--- src/core/can_store_pkg.sv ---
// Constants, field layout and state codes of the CAN message buffer store
package can_store_pkg;

  localparam int         NUM_TX      = 3;
  localparam int         TX_SLOT     = 16;
  localparam int         RX_BYTES    = 15;
  localparam int         RX_SLOTS    = 5;
  localparam int         TIMER_W     = 16;
  localparam logic [2:0] RX_DEPTH    = 3'h5;
  localparam logic [2:0] RX_LAST     = 3'h4;

  // Register byte addresses
  localparam logic [5:0] ADDR_CTRL      = 6'h00;
  localparam logic [5:0] ADDR_RX_FLAG   = 6'h01;
  localparam logic [5:0] ADDR_INT_EN    = 6'h02;
  localparam logic [5:0] ADDR_TX_FLAG   = 6'h03;
  localparam logic [5:0] ADDR_ABORT_REQ = 6'h04;
  localparam logic [5:0] ADDR_ABORT_ACK = 6'h05;
  localparam logic [5:0] ADDR_TX_SEL    = 6'h06;
  localparam logic [5:0] RX_WIN_BASE    = 6'h10;
  localparam logic [5:0] TX_WIN_BASE    = 6'h20;

  // Field positions
  localparam int CTRL_INIT_BIT = 0;
  localparam int CTRL_TIME_BIT = 1;
  localparam int CTRL_LOOP_BIT = 2;
  localparam int RXF_BIT       = 0;
  localparam int OVR_BIT       = 1;
  localparam int RX_IE_BIT     = 4;
  localparam int OVR_IE_BIT    = 5;

  // Byte positions inside a slot
  localparam logic [3:0] TX_LOCAL_PRIORITY_FIELD_IDX = 4'hD;
  localparam logic [3:0] TX_TSH_IDX  = 4'hE;
  localparam logic [3:0] TX_TSL_IDX  = 4'hF;
  localparam logic [3:0] RX_TSH_IDX  = 4'hD;
  localparam logic [3:0] RX_TSL_IDX  = 4'hE;

  // Reset values and writable masks
  localparam logic [7:0] CTRL_RST    = 8'h01;
  localparam logic [7:0] CTRL_MASK   = 8'h07;
  localparam logic [7:0] INT_EN_RST  = 8'h00;
  localparam logic [7:0] INT_EN_MASK = 8'h37;
  localparam logic [2:0] EMPTY_RST   = 3'h7;

  typedef enum logic [1:0] {
    TX_IDLE = 2'h1,
    TX_BUSY = 2'h2
  } tx_state_t;

endpackage

--- src/core/tx_local_priority_field_pick.sv ---
// Local priority selection among pending transmit buffers
`timescale 1ns/1ps
module tx_local_priority_field_pick
  import can_store_pkg::*;
(
  input  wire logic [NUM_TX-1:0]      pend,
  input  wire logic [NUM_TX-1:0][7:0] local_priority_field,
  output logic                        pick_valid,
  output logic [1:0]                  pick_idx
);

  logic [7:0] best;

  // Walk from the top index down so that a tie goes to the lower index
  always_comb begin
    pick_valid = 1'b0;
    pick_idx   = 2'h0;
    best       = 8'hFF;
    for (int i = NUM_TX - 1; i >= 0; i--) begin
      if (pend[i] && (!pick_valid || local_priority_field[i] <= best)) begin
        pick_valid = 1'b1;
        pick_idx   = 2'(i);
        best       = local_priority_field[i];
      end
    end
  end

endmodule

--- src/core/can_message_buffer_store.sv ---
// CAN transmit buffers, receive FIFO and time stamp store
//
// Chosen here: the strobed register port and the address map.
`timescale 1ns/1ps
////////////////////////////////////////////////////////////////////////////////
// Notes on behaviour
// Stamp timer into active buffer on acknowledge
// Software reads transmit stamp after empty
// Free-running bit-clock timer, no wrap flag
// Timer held zero in initialization mode
// Stamp bytes read-only, reads gated by empty
// Three transmit slots: message, priority, stamp
// Select register maps buffer into window
// Software clears empty flag to send
// Sent buffer flagged empty, transmit interrupt
// Lowest priority value wins every arbitration
// Abort request never stops frame in progress
// Granted abort sets acknowledge and empty
// Acknowledge reads one aborted, zero sent
// Five-stage FIFO, only foreground visible
// Receive slots of fifteen bytes with stamp
// Full flag only for valid foreground message
// Valid message shifted, flag and interrupt
// Software reads then clears full flag
// Invalid message discarded, background overwritten
// Own frames not stored or acknowledged
// Loopback treats own frames as foreign
// Full FIFO discards message, flags overrun
// All pending buffers compete before SOF
// Equal priority goes to lower index
// Marking ready clears abort acknowledge
module can_message_buffer_store
  import can_store_pkg::*;
(
  input  wire logic        SYS_CLK,
  input  wire logic        RSTN,
  input  wire logic        CE,
  input  wire logic [5:0]  ADDR,
  input  wire logic [7:0]  WDATA,
  input  wire logic        WR,
  input  wire logic        RD,
  output logic      [7:0]  RDATA,
  input  wire logic        BIT_TICK,
  input  wire logic        SOF_REQ,
  input  wire logic        TX_DONE,
  input  wire logic        TX_ERR,
  input  wire logic        TX_LOST,
  input  wire logic [3:0]  TX_RD_IDX,
  output logic      [7:0]  TX_RD_DATA,
  output logic      [1:0]  TX_ACTIVE,
  output logic             TX_PENDING,
  input  wire logic        ACK_SEEN,
  input  wire logic        RX_WR,
  input  wire logic [3:0]  RX_IDX,
  input  wire logic [7:0]  RX_BYTE,
  input  wire logic        RX_OWN,
  input  wire logic        RX_ACCEPT,
  input  wire logic        RX_END,
  output logic             RX_ACK_EN,
  output logic      [2:0]  TX_EMPTY,
  output logic             RX_FULL,
  output logic             TX_INT,
  output logic             RX_INT,
  output logic             ERR_INT,
  output logic             INIT_MODE
);

  typedef struct packed {
    logic [7:0]                          ctrl;
    logic [7:0]                          int_en;
    logic [NUM_TX-1:0]                   empty;
    logic [NUM_TX-1:0]                   abort_req;
    logic [NUM_TX-1:0]                   abort_ack;
    logic [NUM_TX-1:0]                   sel;
    tx_state_t                           state;
    logic [1:0]                          active;
    logic [TIMER_W-1:0]                  timer;
    logic                                ovr;
    logic [2:0]                          rd_ptr;
    logic [2:0]                          wr_ptr;
    logic [2:0]                          count;
    logic [7:0]                          rdata;
    logic [7:0]                          tx_rd_data;
    logic [NUM_TX*TX_SLOT-1:0][7:0]      tx_mem;
    logic [RX_SLOTS-1:0][RX_BYTES-1:0][7:0] rx_mem;
    logic [RX_BYTES-1:0][7:0]            bg;
  } store_t;

  store_t                 st_ff;
  store_t                 nxt_st;
  logic [NUM_TX-1:0]      in_prog;
  logic [NUM_TX-1:0]      grant;
  logic [NUM_TX-1:0]      pend;
  logic [NUM_TX-1:0]      tx_ready;
  logic [NUM_TX-1:0][7:0] local_priority_field;
  logic                   pick_valid;
  logic [1:0]             pick_idx;
  logic                   valid_end;
  logic                   push;
  logic                   pop;
  logic                   sel_ok;
  logic [1:0]             sel_idx;

  ////////////////////////////////////////////////////////////////////////////////
  // Decoding helpers

  function automatic logic [5:0] tx_addr(input logic [1:0] b, input logic [3:0] i);
    tx_addr = {b, i};
  endfunction

  function automatic logic [2:0] onehot3(input logic [1:0] i);
    onehot3 = 3'h1 << i;
  endfunction

  function automatic logic [1:0] oh_index(input logic [2:0] v);
    oh_index = v[2] ? 2'h2 : (v[1] ? 2'h1 : 2'h0);
  endfunction

  function automatic logic win_hit(input logic [5:0] a, input logic [5:0] base);
    win_hit = (a[5:4] == base[5:4]);
  endfunction

  function automatic logic [2:0] ptr_inc(input logic [2:0] p);
    ptr_inc = (p == RX_LAST) ? 3'h0 : p + 3'h1;
  endfunction

  ////////////////////////////////////////////////////////////////////////////////
  // Transmit scheduling and receive FIFO strobes

  assign in_prog  = (st_ff.state == TX_BUSY) ? onehot3(st_ff.active) : 3'h0;
  assign grant    = st_ff.abort_req & ~st_ff.empty & ~in_prog;
  assign pend     = ~st_ff.empty & ~grant;
  assign tx_ready = (WR && ADDR == ADDR_TX_FLAG) ? (WDATA[NUM_TX-1:0] & st_ff.empty) : 3'h0;
  assign sel_ok   = |(st_ff.sel & st_ff.empty);
  assign sel_idx  = oh_index(st_ff.sel);

  genvar g;
  generate
    for (g = 0; g < NUM_TX; g++) begin : g_local_priority_field
      assign local_priority_field[g] = st_ff.tx_mem[tx_addr(2'(g), TX_LOCAL_PRIORITY_FIELD_IDX)];
    end
  endgenerate

  tx_local_priority_field_pick u_pick (
    .pend       (pend),
    .local_priority_field       (local_priority_field),
    .pick_valid (pick_valid),
    .pick_idx   (pick_idx)
  );

  assign valid_end = RX_END & RX_ACCEPT & (~RX_OWN | st_ff.ctrl[CTRL_LOOP_BIT]);
  assign push      = valid_end & (st_ff.count != RX_DEPTH);
  assign pop       = WR & (ADDR == ADDR_RX_FLAG) & WDATA[RXF_BIT] & (st_ff.count != 3'h0);

  ////////////////////////////////////////////////////////////////////////////////
  // Next state

  always_comb begin
    nxt_st = st_ff;
    // Register writes; hardware sets below override clears
    if (WR) begin
      case (ADDR)
        ADDR_CTRL: begin
          nxt_st.ctrl = WDATA & CTRL_MASK;
        end
        ADDR_INT_EN: begin
          nxt_st.int_en = WDATA & INT_EN_MASK;
        end
        ADDR_RX_FLAG: begin
          if (WDATA[OVR_BIT]) begin
            nxt_st.ovr = 1'b0;
          end
        end
        ADDR_TX_FLAG: begin
          nxt_st.empty     = st_ff.empty & ~tx_ready;
          nxt_st.abort_ack = st_ff.abort_ack & ~tx_ready;
        end
        ADDR_ABORT_REQ: begin
          nxt_st.abort_req = st_ff.abort_req | (WDATA[NUM_TX-1:0] & ~st_ff.empty);
        end
        ADDR_TX_SEL: begin
          nxt_st.sel = (WDATA[NUM_TX-1:0] & st_ff.empty) & (~(WDATA[NUM_TX-1:0] & st_ff.empty) + 3'h1);
        end
        default: begin
          if (win_hit(ADDR, TX_WIN_BASE) && sel_ok && ADDR[3:0] <= TX_LOCAL_PRIORITY_FIELD_IDX) begin
            nxt_st.tx_mem[tx_addr(sel_idx, ADDR[3:0])] = WDATA;
          end
        end
      endcase
    end

    // Register reads, data valid the cycle after the strobe
    nxt_st.rdata = 8'h00;
    if (RD) begin
      case (ADDR)
        ADDR_CTRL:      nxt_st.rdata = st_ff.ctrl;
        ADDR_INT_EN:    nxt_st.rdata = st_ff.int_en;
        ADDR_RX_FLAG:   nxt_st.rdata = {6'h00, st_ff.ovr, st_ff.count != 3'h0};
        ADDR_TX_FLAG:   nxt_st.rdata = {5'h00, st_ff.empty};
        ADDR_ABORT_REQ: nxt_st.rdata = {5'h00, st_ff.abort_req};
        ADDR_ABORT_ACK: nxt_st.rdata = {5'h00, st_ff.abort_ack};
        ADDR_TX_SEL:    nxt_st.rdata = {5'h00, st_ff.sel};
        default: begin
          if (win_hit(ADDR, RX_WIN_BASE) && st_ff.count != 3'h0 && ADDR[3:0] <= RX_TSL_IDX) begin
            nxt_st.rdata = st_ff.rx_mem[st_ff.rd_ptr][ADDR[3:0]];
          end else if (win_hit(ADDR, TX_WIN_BASE) && sel_ok) begin
            nxt_st.rdata = st_ff.tx_mem[tx_addr(sel_idx, ADDR[3:0])];
          end
        end
      endcase
    end

    // Abort grants
    nxt_st.empty     = nxt_st.empty | grant;
    nxt_st.abort_ack = nxt_st.abort_ack | grant;
    nxt_st.abort_req = nxt_st.abort_req & ~grant;

    // Transmit sequencing
    case (st_ff.state)
      TX_IDLE: begin
        if (SOF_REQ && pick_valid) begin
          nxt_st.state  = TX_BUSY;
          nxt_st.active = pick_idx;
        end
      end
      TX_BUSY: begin
        if (TX_DONE) begin
          nxt_st.empty     = nxt_st.empty | onehot3(st_ff.active);
          nxt_st.abort_req = nxt_st.abort_req & ~onehot3(st_ff.active);
          nxt_st.state     = TX_IDLE;
        end else if (TX_ERR || TX_LOST) begin
          nxt_st.state = TX_IDLE;
        end
      end
      default: begin
        nxt_st.state = TX_IDLE;
      end
    endcase
    nxt_st.tx_rd_data = st_ff.tx_mem[tx_addr(st_ff.active, TX_RD_IDX)];

    // Free-running stamp timer, wraps silently
    if (st_ff.ctrl[CTRL_INIT_BIT]) begin
      nxt_st.timer = '0;
    end else if (BIT_TICK) begin
      nxt_st.timer = st_ff.timer + 16'h0001;
    end

    // Background buffer fill, reused by the next frame when not shifted
    if (RX_WR && RX_IDX <= RX_TSL_IDX) begin
      nxt_st.bg[RX_IDX] = RX_BYTE;
    end
    if (ACK_SEEN && st_ff.ctrl[CTRL_TIME_BIT]) begin
      if (st_ff.state == TX_BUSY) begin
        nxt_st.tx_mem[tx_addr(st_ff.active, TX_TSH_IDX)] = st_ff.timer[15:8];
        nxt_st.tx_mem[tx_addr(st_ff.active, TX_TSL_IDX)] = st_ff.timer[7:0];
      end else begin
        nxt_st.bg[RX_TSH_IDX] = st_ff.timer[15:8];
        nxt_st.bg[RX_TSL_IDX] = st_ff.timer[7:0];
      end
    end

    // Receive FIFO
    if (push) begin
      nxt_st.rx_mem[st_ff.wr_ptr] = st_ff.bg;
      nxt_st.wr_ptr = ptr_inc(st_ff.wr_ptr);
    end
    if (valid_end && !push) begin
      nxt_st.ovr = 1'b1;
    end
    if (pop) begin
      nxt_st.rd_ptr = ptr_inc(st_ff.rd_ptr);
    end
    case ({push, pop})
      2'h2:    nxt_st.count = st_ff.count + 3'h1;
      2'h1:    nxt_st.count = st_ff.count - 3'h1;
      default: nxt_st.count = st_ff.count;
    endcase
  end

  always_ff @(posedge SYS_CLK or negedge RSTN) begin
    if (!RSTN) begin
      st_ff        <= '0;
      st_ff.ctrl   <= CTRL_RST;
      st_ff.int_en <= INT_EN_RST;
      st_ff.empty  <= EMPTY_RST;
      st_ff.state  <= TX_IDLE;
    end else if (CE) begin
      st_ff <= nxt_st;
    end
  end

  ////////////////////////////////////////////////////////////////////////////////
  // Outputs

  assign RDATA      = st_ff.rdata;
  assign TX_RD_DATA = st_ff.tx_rd_data;
  assign TX_ACTIVE  = st_ff.active;
  assign TX_PENDING = |(~st_ff.empty);
  assign RX_ACK_EN  = ~RX_OWN | st_ff.ctrl[CTRL_LOOP_BIT];
  assign TX_EMPTY   = st_ff.empty;
  assign RX_FULL    = (st_ff.count != 3'h0);
  assign TX_INT     = |(st_ff.empty & st_ff.int_en[NUM_TX-1:0]);
  assign RX_INT     = RX_FULL & st_ff.int_en[RX_IE_BIT];
  assign ERR_INT    = st_ff.ovr & st_ff.int_en[OVR_IE_BIT];
  assign INIT_MODE  = st_ff.ctrl[CTRL_INIT_BIT];
endmodule

--- config.mk ---
export PLATFORM = sky130hd
export DESIGN_NAME = can_message_buffer_store
export DESIGN_NICKNAME = d
export VERILOG_FILES = /design/src/core/can_store_pkg.sv /design/src/core/tx_local_priority_field_pick.sv /design/src/core/can_message_buffer_store.sv
export SDC_FILE = /design/constraint.sdc
export NUM_CORES = 2
export LEC_CHECK = 0
export BUFFER_PORTS_ARGS = -buffer_cell sky130_fd_sc_hd__buf_4
export CORE_MARGIN = 4
export CORE_UTILIZATION = 45
export DETAILED_ROUTE_END_ITERATION = 12
export RECOVER_POWER = 50
export SYNTH_ARGS = -nofsm -noshare
export SYNTH_HDL_FRONTEND = slang
export SYNTH_SLANG_ARGS = --single-unit
--- constraint.sdc ---
create_clock -name SYS_CLK -period 7.35 [get_ports SYS_CLK]
set_input_delay 1.1025 -clock SYS_CLK [delete_from_list [all_inputs] [get_ports SYS_CLK]]
set_output_delay 1.1025 -clock SYS_CLK [all_outputs]
set_load 0.02 [all_outputs]
==> flow_metrics.tcl <==
set metrics [dict create \
    hold_path.class "flop to flop" \
    rsz0062_at_grt "no" \
    synth_top_area_share_pct 51.3 \
    clkTransAtPathRegs_ns 0.06 \
    start_util_pct 45.2 \
    grt_pass1_vias 35400 \
    drtIter0Drc 2874 \
    comb_power_share_pct 15.4 \
    maxCapViolations 5 \
    htree_levels 4 \
    crit_type "input pin to flop" \
    row_count 130 \
    holdWs_ns 0.500 \
    clockBufferDepth 3 \
    placed_area_um2 58400 \
    synthesis.nets 3898 \
    ioPinCount 73 \
    fin_crit_sh_pct 77.9 \
    vdd_drop_max_mv 0.254 \
    power_frac_seq_pct 47.3 \
    p_switching_uw 4800 \
    grt_pass1_wl_um 245000 \
    endpoint_kind "flop" \
    coreArea_um2 126000 \
    ys.flop_type "dfrtp_1" \
    p_sw_share_pct 27.1 \
    powerDensity_nw_per_um2 283 \
    cts.repair.resized 0 \
    timing.fmax_mhz 175 \
    fin_nets 3872 \
    clockPowerShare_pct 37.4 \
    cts_setup_buffers 0 \
    violations "capacitance limit, slew limit" \
    route.detailed.drc 0 \
    critPathMaxStageDelay_ns 1.96 \
    path_buf_inv 2 \
    hpwl_um 103000 \
    antenna_found_initial 5 \
    routabilityCongestion 0.909 \
    yosys.cell_types.count 82 \
    die_x_um 363 \
    grtUsageTotal_pct 25.0 \
    grt_max_degree 170 \
    tightest_slew_ns 3.54 \
    ys_ff_latch 1170 \
    syn_area_per_cell_um2 14.8 \
    internal_power_uw 12900 \
    fin_crit_ns 5.72 \
    first_pass_iters 6 \
    numPortBuffers 72 \
    cts_tree "built" \
    ctsHoldBuffers 0 \
    die-area_um2 132000 \
    clock_skew_ns 0.0269 \
    path_cells "clkbuf_1, nand3_1, or4b_4, buf_4, mux2_2" \
    cts-root-buf "clkbuf_16" \
    yosysTopAreaCell "dfrtp_1" \
    crit_required_ns 7.98 \
    ant_nets 0 \
    synthTopCellsByArea "dfrtp_1 51%, mux2_2 22%, mux4_2 13%, mux2i_1 2.0%, nand2_1 0.87%" \
    synth_area_um2 56800 \
    die_h_um 363 \
    startpoint_type "input pin" \
    leakage_uw 0.0289 \
    arrival_ns 6.36 \
    cp_slowest_cell "clkbuf_1" \
    fin_util_pct 49.9 \
    vias 34600 \
    finalSetupViolCount 0 \
    fin_area_um2 62600 \
    clkLatencyLatePin_ns 0.77 \
    syn_to_final_growth_pct 10.2 \
    outcome "complete, but fails checks" \
    drive_above_1_share_pct 46.4 \
    yosysSeqAreaShare_pct 51.6 \
    clock_sinks 1170 \
    crit_family "buffers and inverters" \
    finalMaxSlewViolations 542 \
    grt-ovfl-total 0 \
    detail_route.wl_per_cell_um 29.5 \
    synthArstFlopShare_pct 100 \
    synth_cells 3830 \
    maxSlewHeadroom_pct -136 \
    cp_max_fo 44 \
    wl_um 164000 \
    cts-buffers-inserted 132 \
    viasPerCell 6.22 \
    yosys_warnings 0 \
    synth-edff-count 0 \
    tns_ns 0 \
    hold_viol_final 0 \
]
-- through the flow --
stage,std cells,power (µW),worst slack (ns)
floorplan,3830,10200,3.59
global placement,5320,11100,2.65
detailed placement,5320,11200,2.65
CTS,5551,17900,2.62
global route,5552,18500,1.06
finish,5552,17700,1.63
-- final timing paths --
check,from,endpoint,slack [ns],depth (start not counted)
worst min-delay path,st_ff[418],st_ff[418],0.50,1
worst max register to register,TX_ACTIVE[1],TX_ACTIVE[0],2.51,18
min in group asynchronous,RSTN,st_ff[989],1.49,1
max in group asynchronous,RSTN,st_ff[211],1.91,2
worst min register to register,st_ff[418],st_ff[418],0.50,1
worst max-delay path,CE,st_ff[629],1.63,5
-- cell usage after synthesis, types with 19 or more instances --
library cell,count
a21oi_1,70
a221oi_1,24
a22oi_1,32
buf_2,87
buf_4,54
buf_6,40
clkbuf_1,101
dfrtp_1,1165
ha_1,22
inv_1,31
mux2_2,1106
mux2i_1,116
mux4_2,319
nand2_1,131
nand3_1,35
nor2_1,82
nor2b_1,24
nor3_1,26
o21ai_0,57
o221ai_1,28
o22ai_1,19
-- flip-flops by register name, summed over array words and instances (netlist names) --
register	flops
TX_EMPTY	3
local_priority_field	24
st_ff	1124
INIT_MODE	1
RDATA	8
TX_RD_DATA	8
TX_ACTIVE	2
-- power by group through the flow --
stage | Combinational (µW) | Clock [µW] | Sequential [µW]
CTS | 2750 | 6770 | 8360
detailed placement | 2750 | 0 | 8470
global placement | 2700 | 0 | 8440
global route | 2970 | 7030 | 8510
finish | 2730 | 6630 | 8380
floorplan | 2130 | 0 | 8090
-- routing by layer --
metal,track usage (%),up-vias,share of wire [%]
li1,-,14400,-
met2,38.9,1075,47
met5,0,-,0
met3,3.89,280,5.6
met4,9.43,0,3.5
met1,35.7,18800,44
-- cells by family (layout without fill, tap and decap cells) --
logic type      Yosys count  count (layout)  share of synthesized area, %
fa+ha+maj                23              23                         0.520
buf+inv                 326             397                          3.26
other cells               0               1                             0
flops                  1170            1170                          51.6
xor+xnor                 15              15                         0.231
simple gates            421             421                          3.73
compound gates          324             324                          3.89
mux                    1551            1551                          36.8
-- area by class of cell --
type | instances | area, µm²
antenna | 1 | 2.50
clock buffer | 193 | 3840
clock inverter | 38 | 469
fill | 10800 | 63000
inverter | 33 | 124
multi-input combinational | 2334 | 25700
sequential | 1170 | 29300
tap | 1650 | 2060
timing repair buffer | 133 | 1110
-- layout by cell type (no fill, tap or decap), types with 17 or more instances in the layout --
| master | count |
|---|---|
| a21oi_1 | 70 |
| clkbuf_1 | 40 |
| clkinv_2 | 17 |
| mux2_2 | 1106 |
| clkbuf_16 | 136 |
| mux4_2 | 319 |
| clkbuf_8 | 22 |
| nand3_1 | 36 |
| nor2b_1 | 21 |
| a22oi_1 | 32 |
| o21ai_0 | 57 |
| nand2b_1 | 17 |
| mux2i_1 | 116 |
| nor2_1 | 77 |
| o22ai_1 | 19 |
| nor3_1 | 24 |
| dfrtp_1 | 1163 |
| ha_1 | 22 |
| nand2_1 | 131 |
| buf_4 | 112 |
| inv_1 | 31 |
| a221oi_1 | 24 |
| o221ai_1 | 28 |
Power figures use the tool's default switching activity.
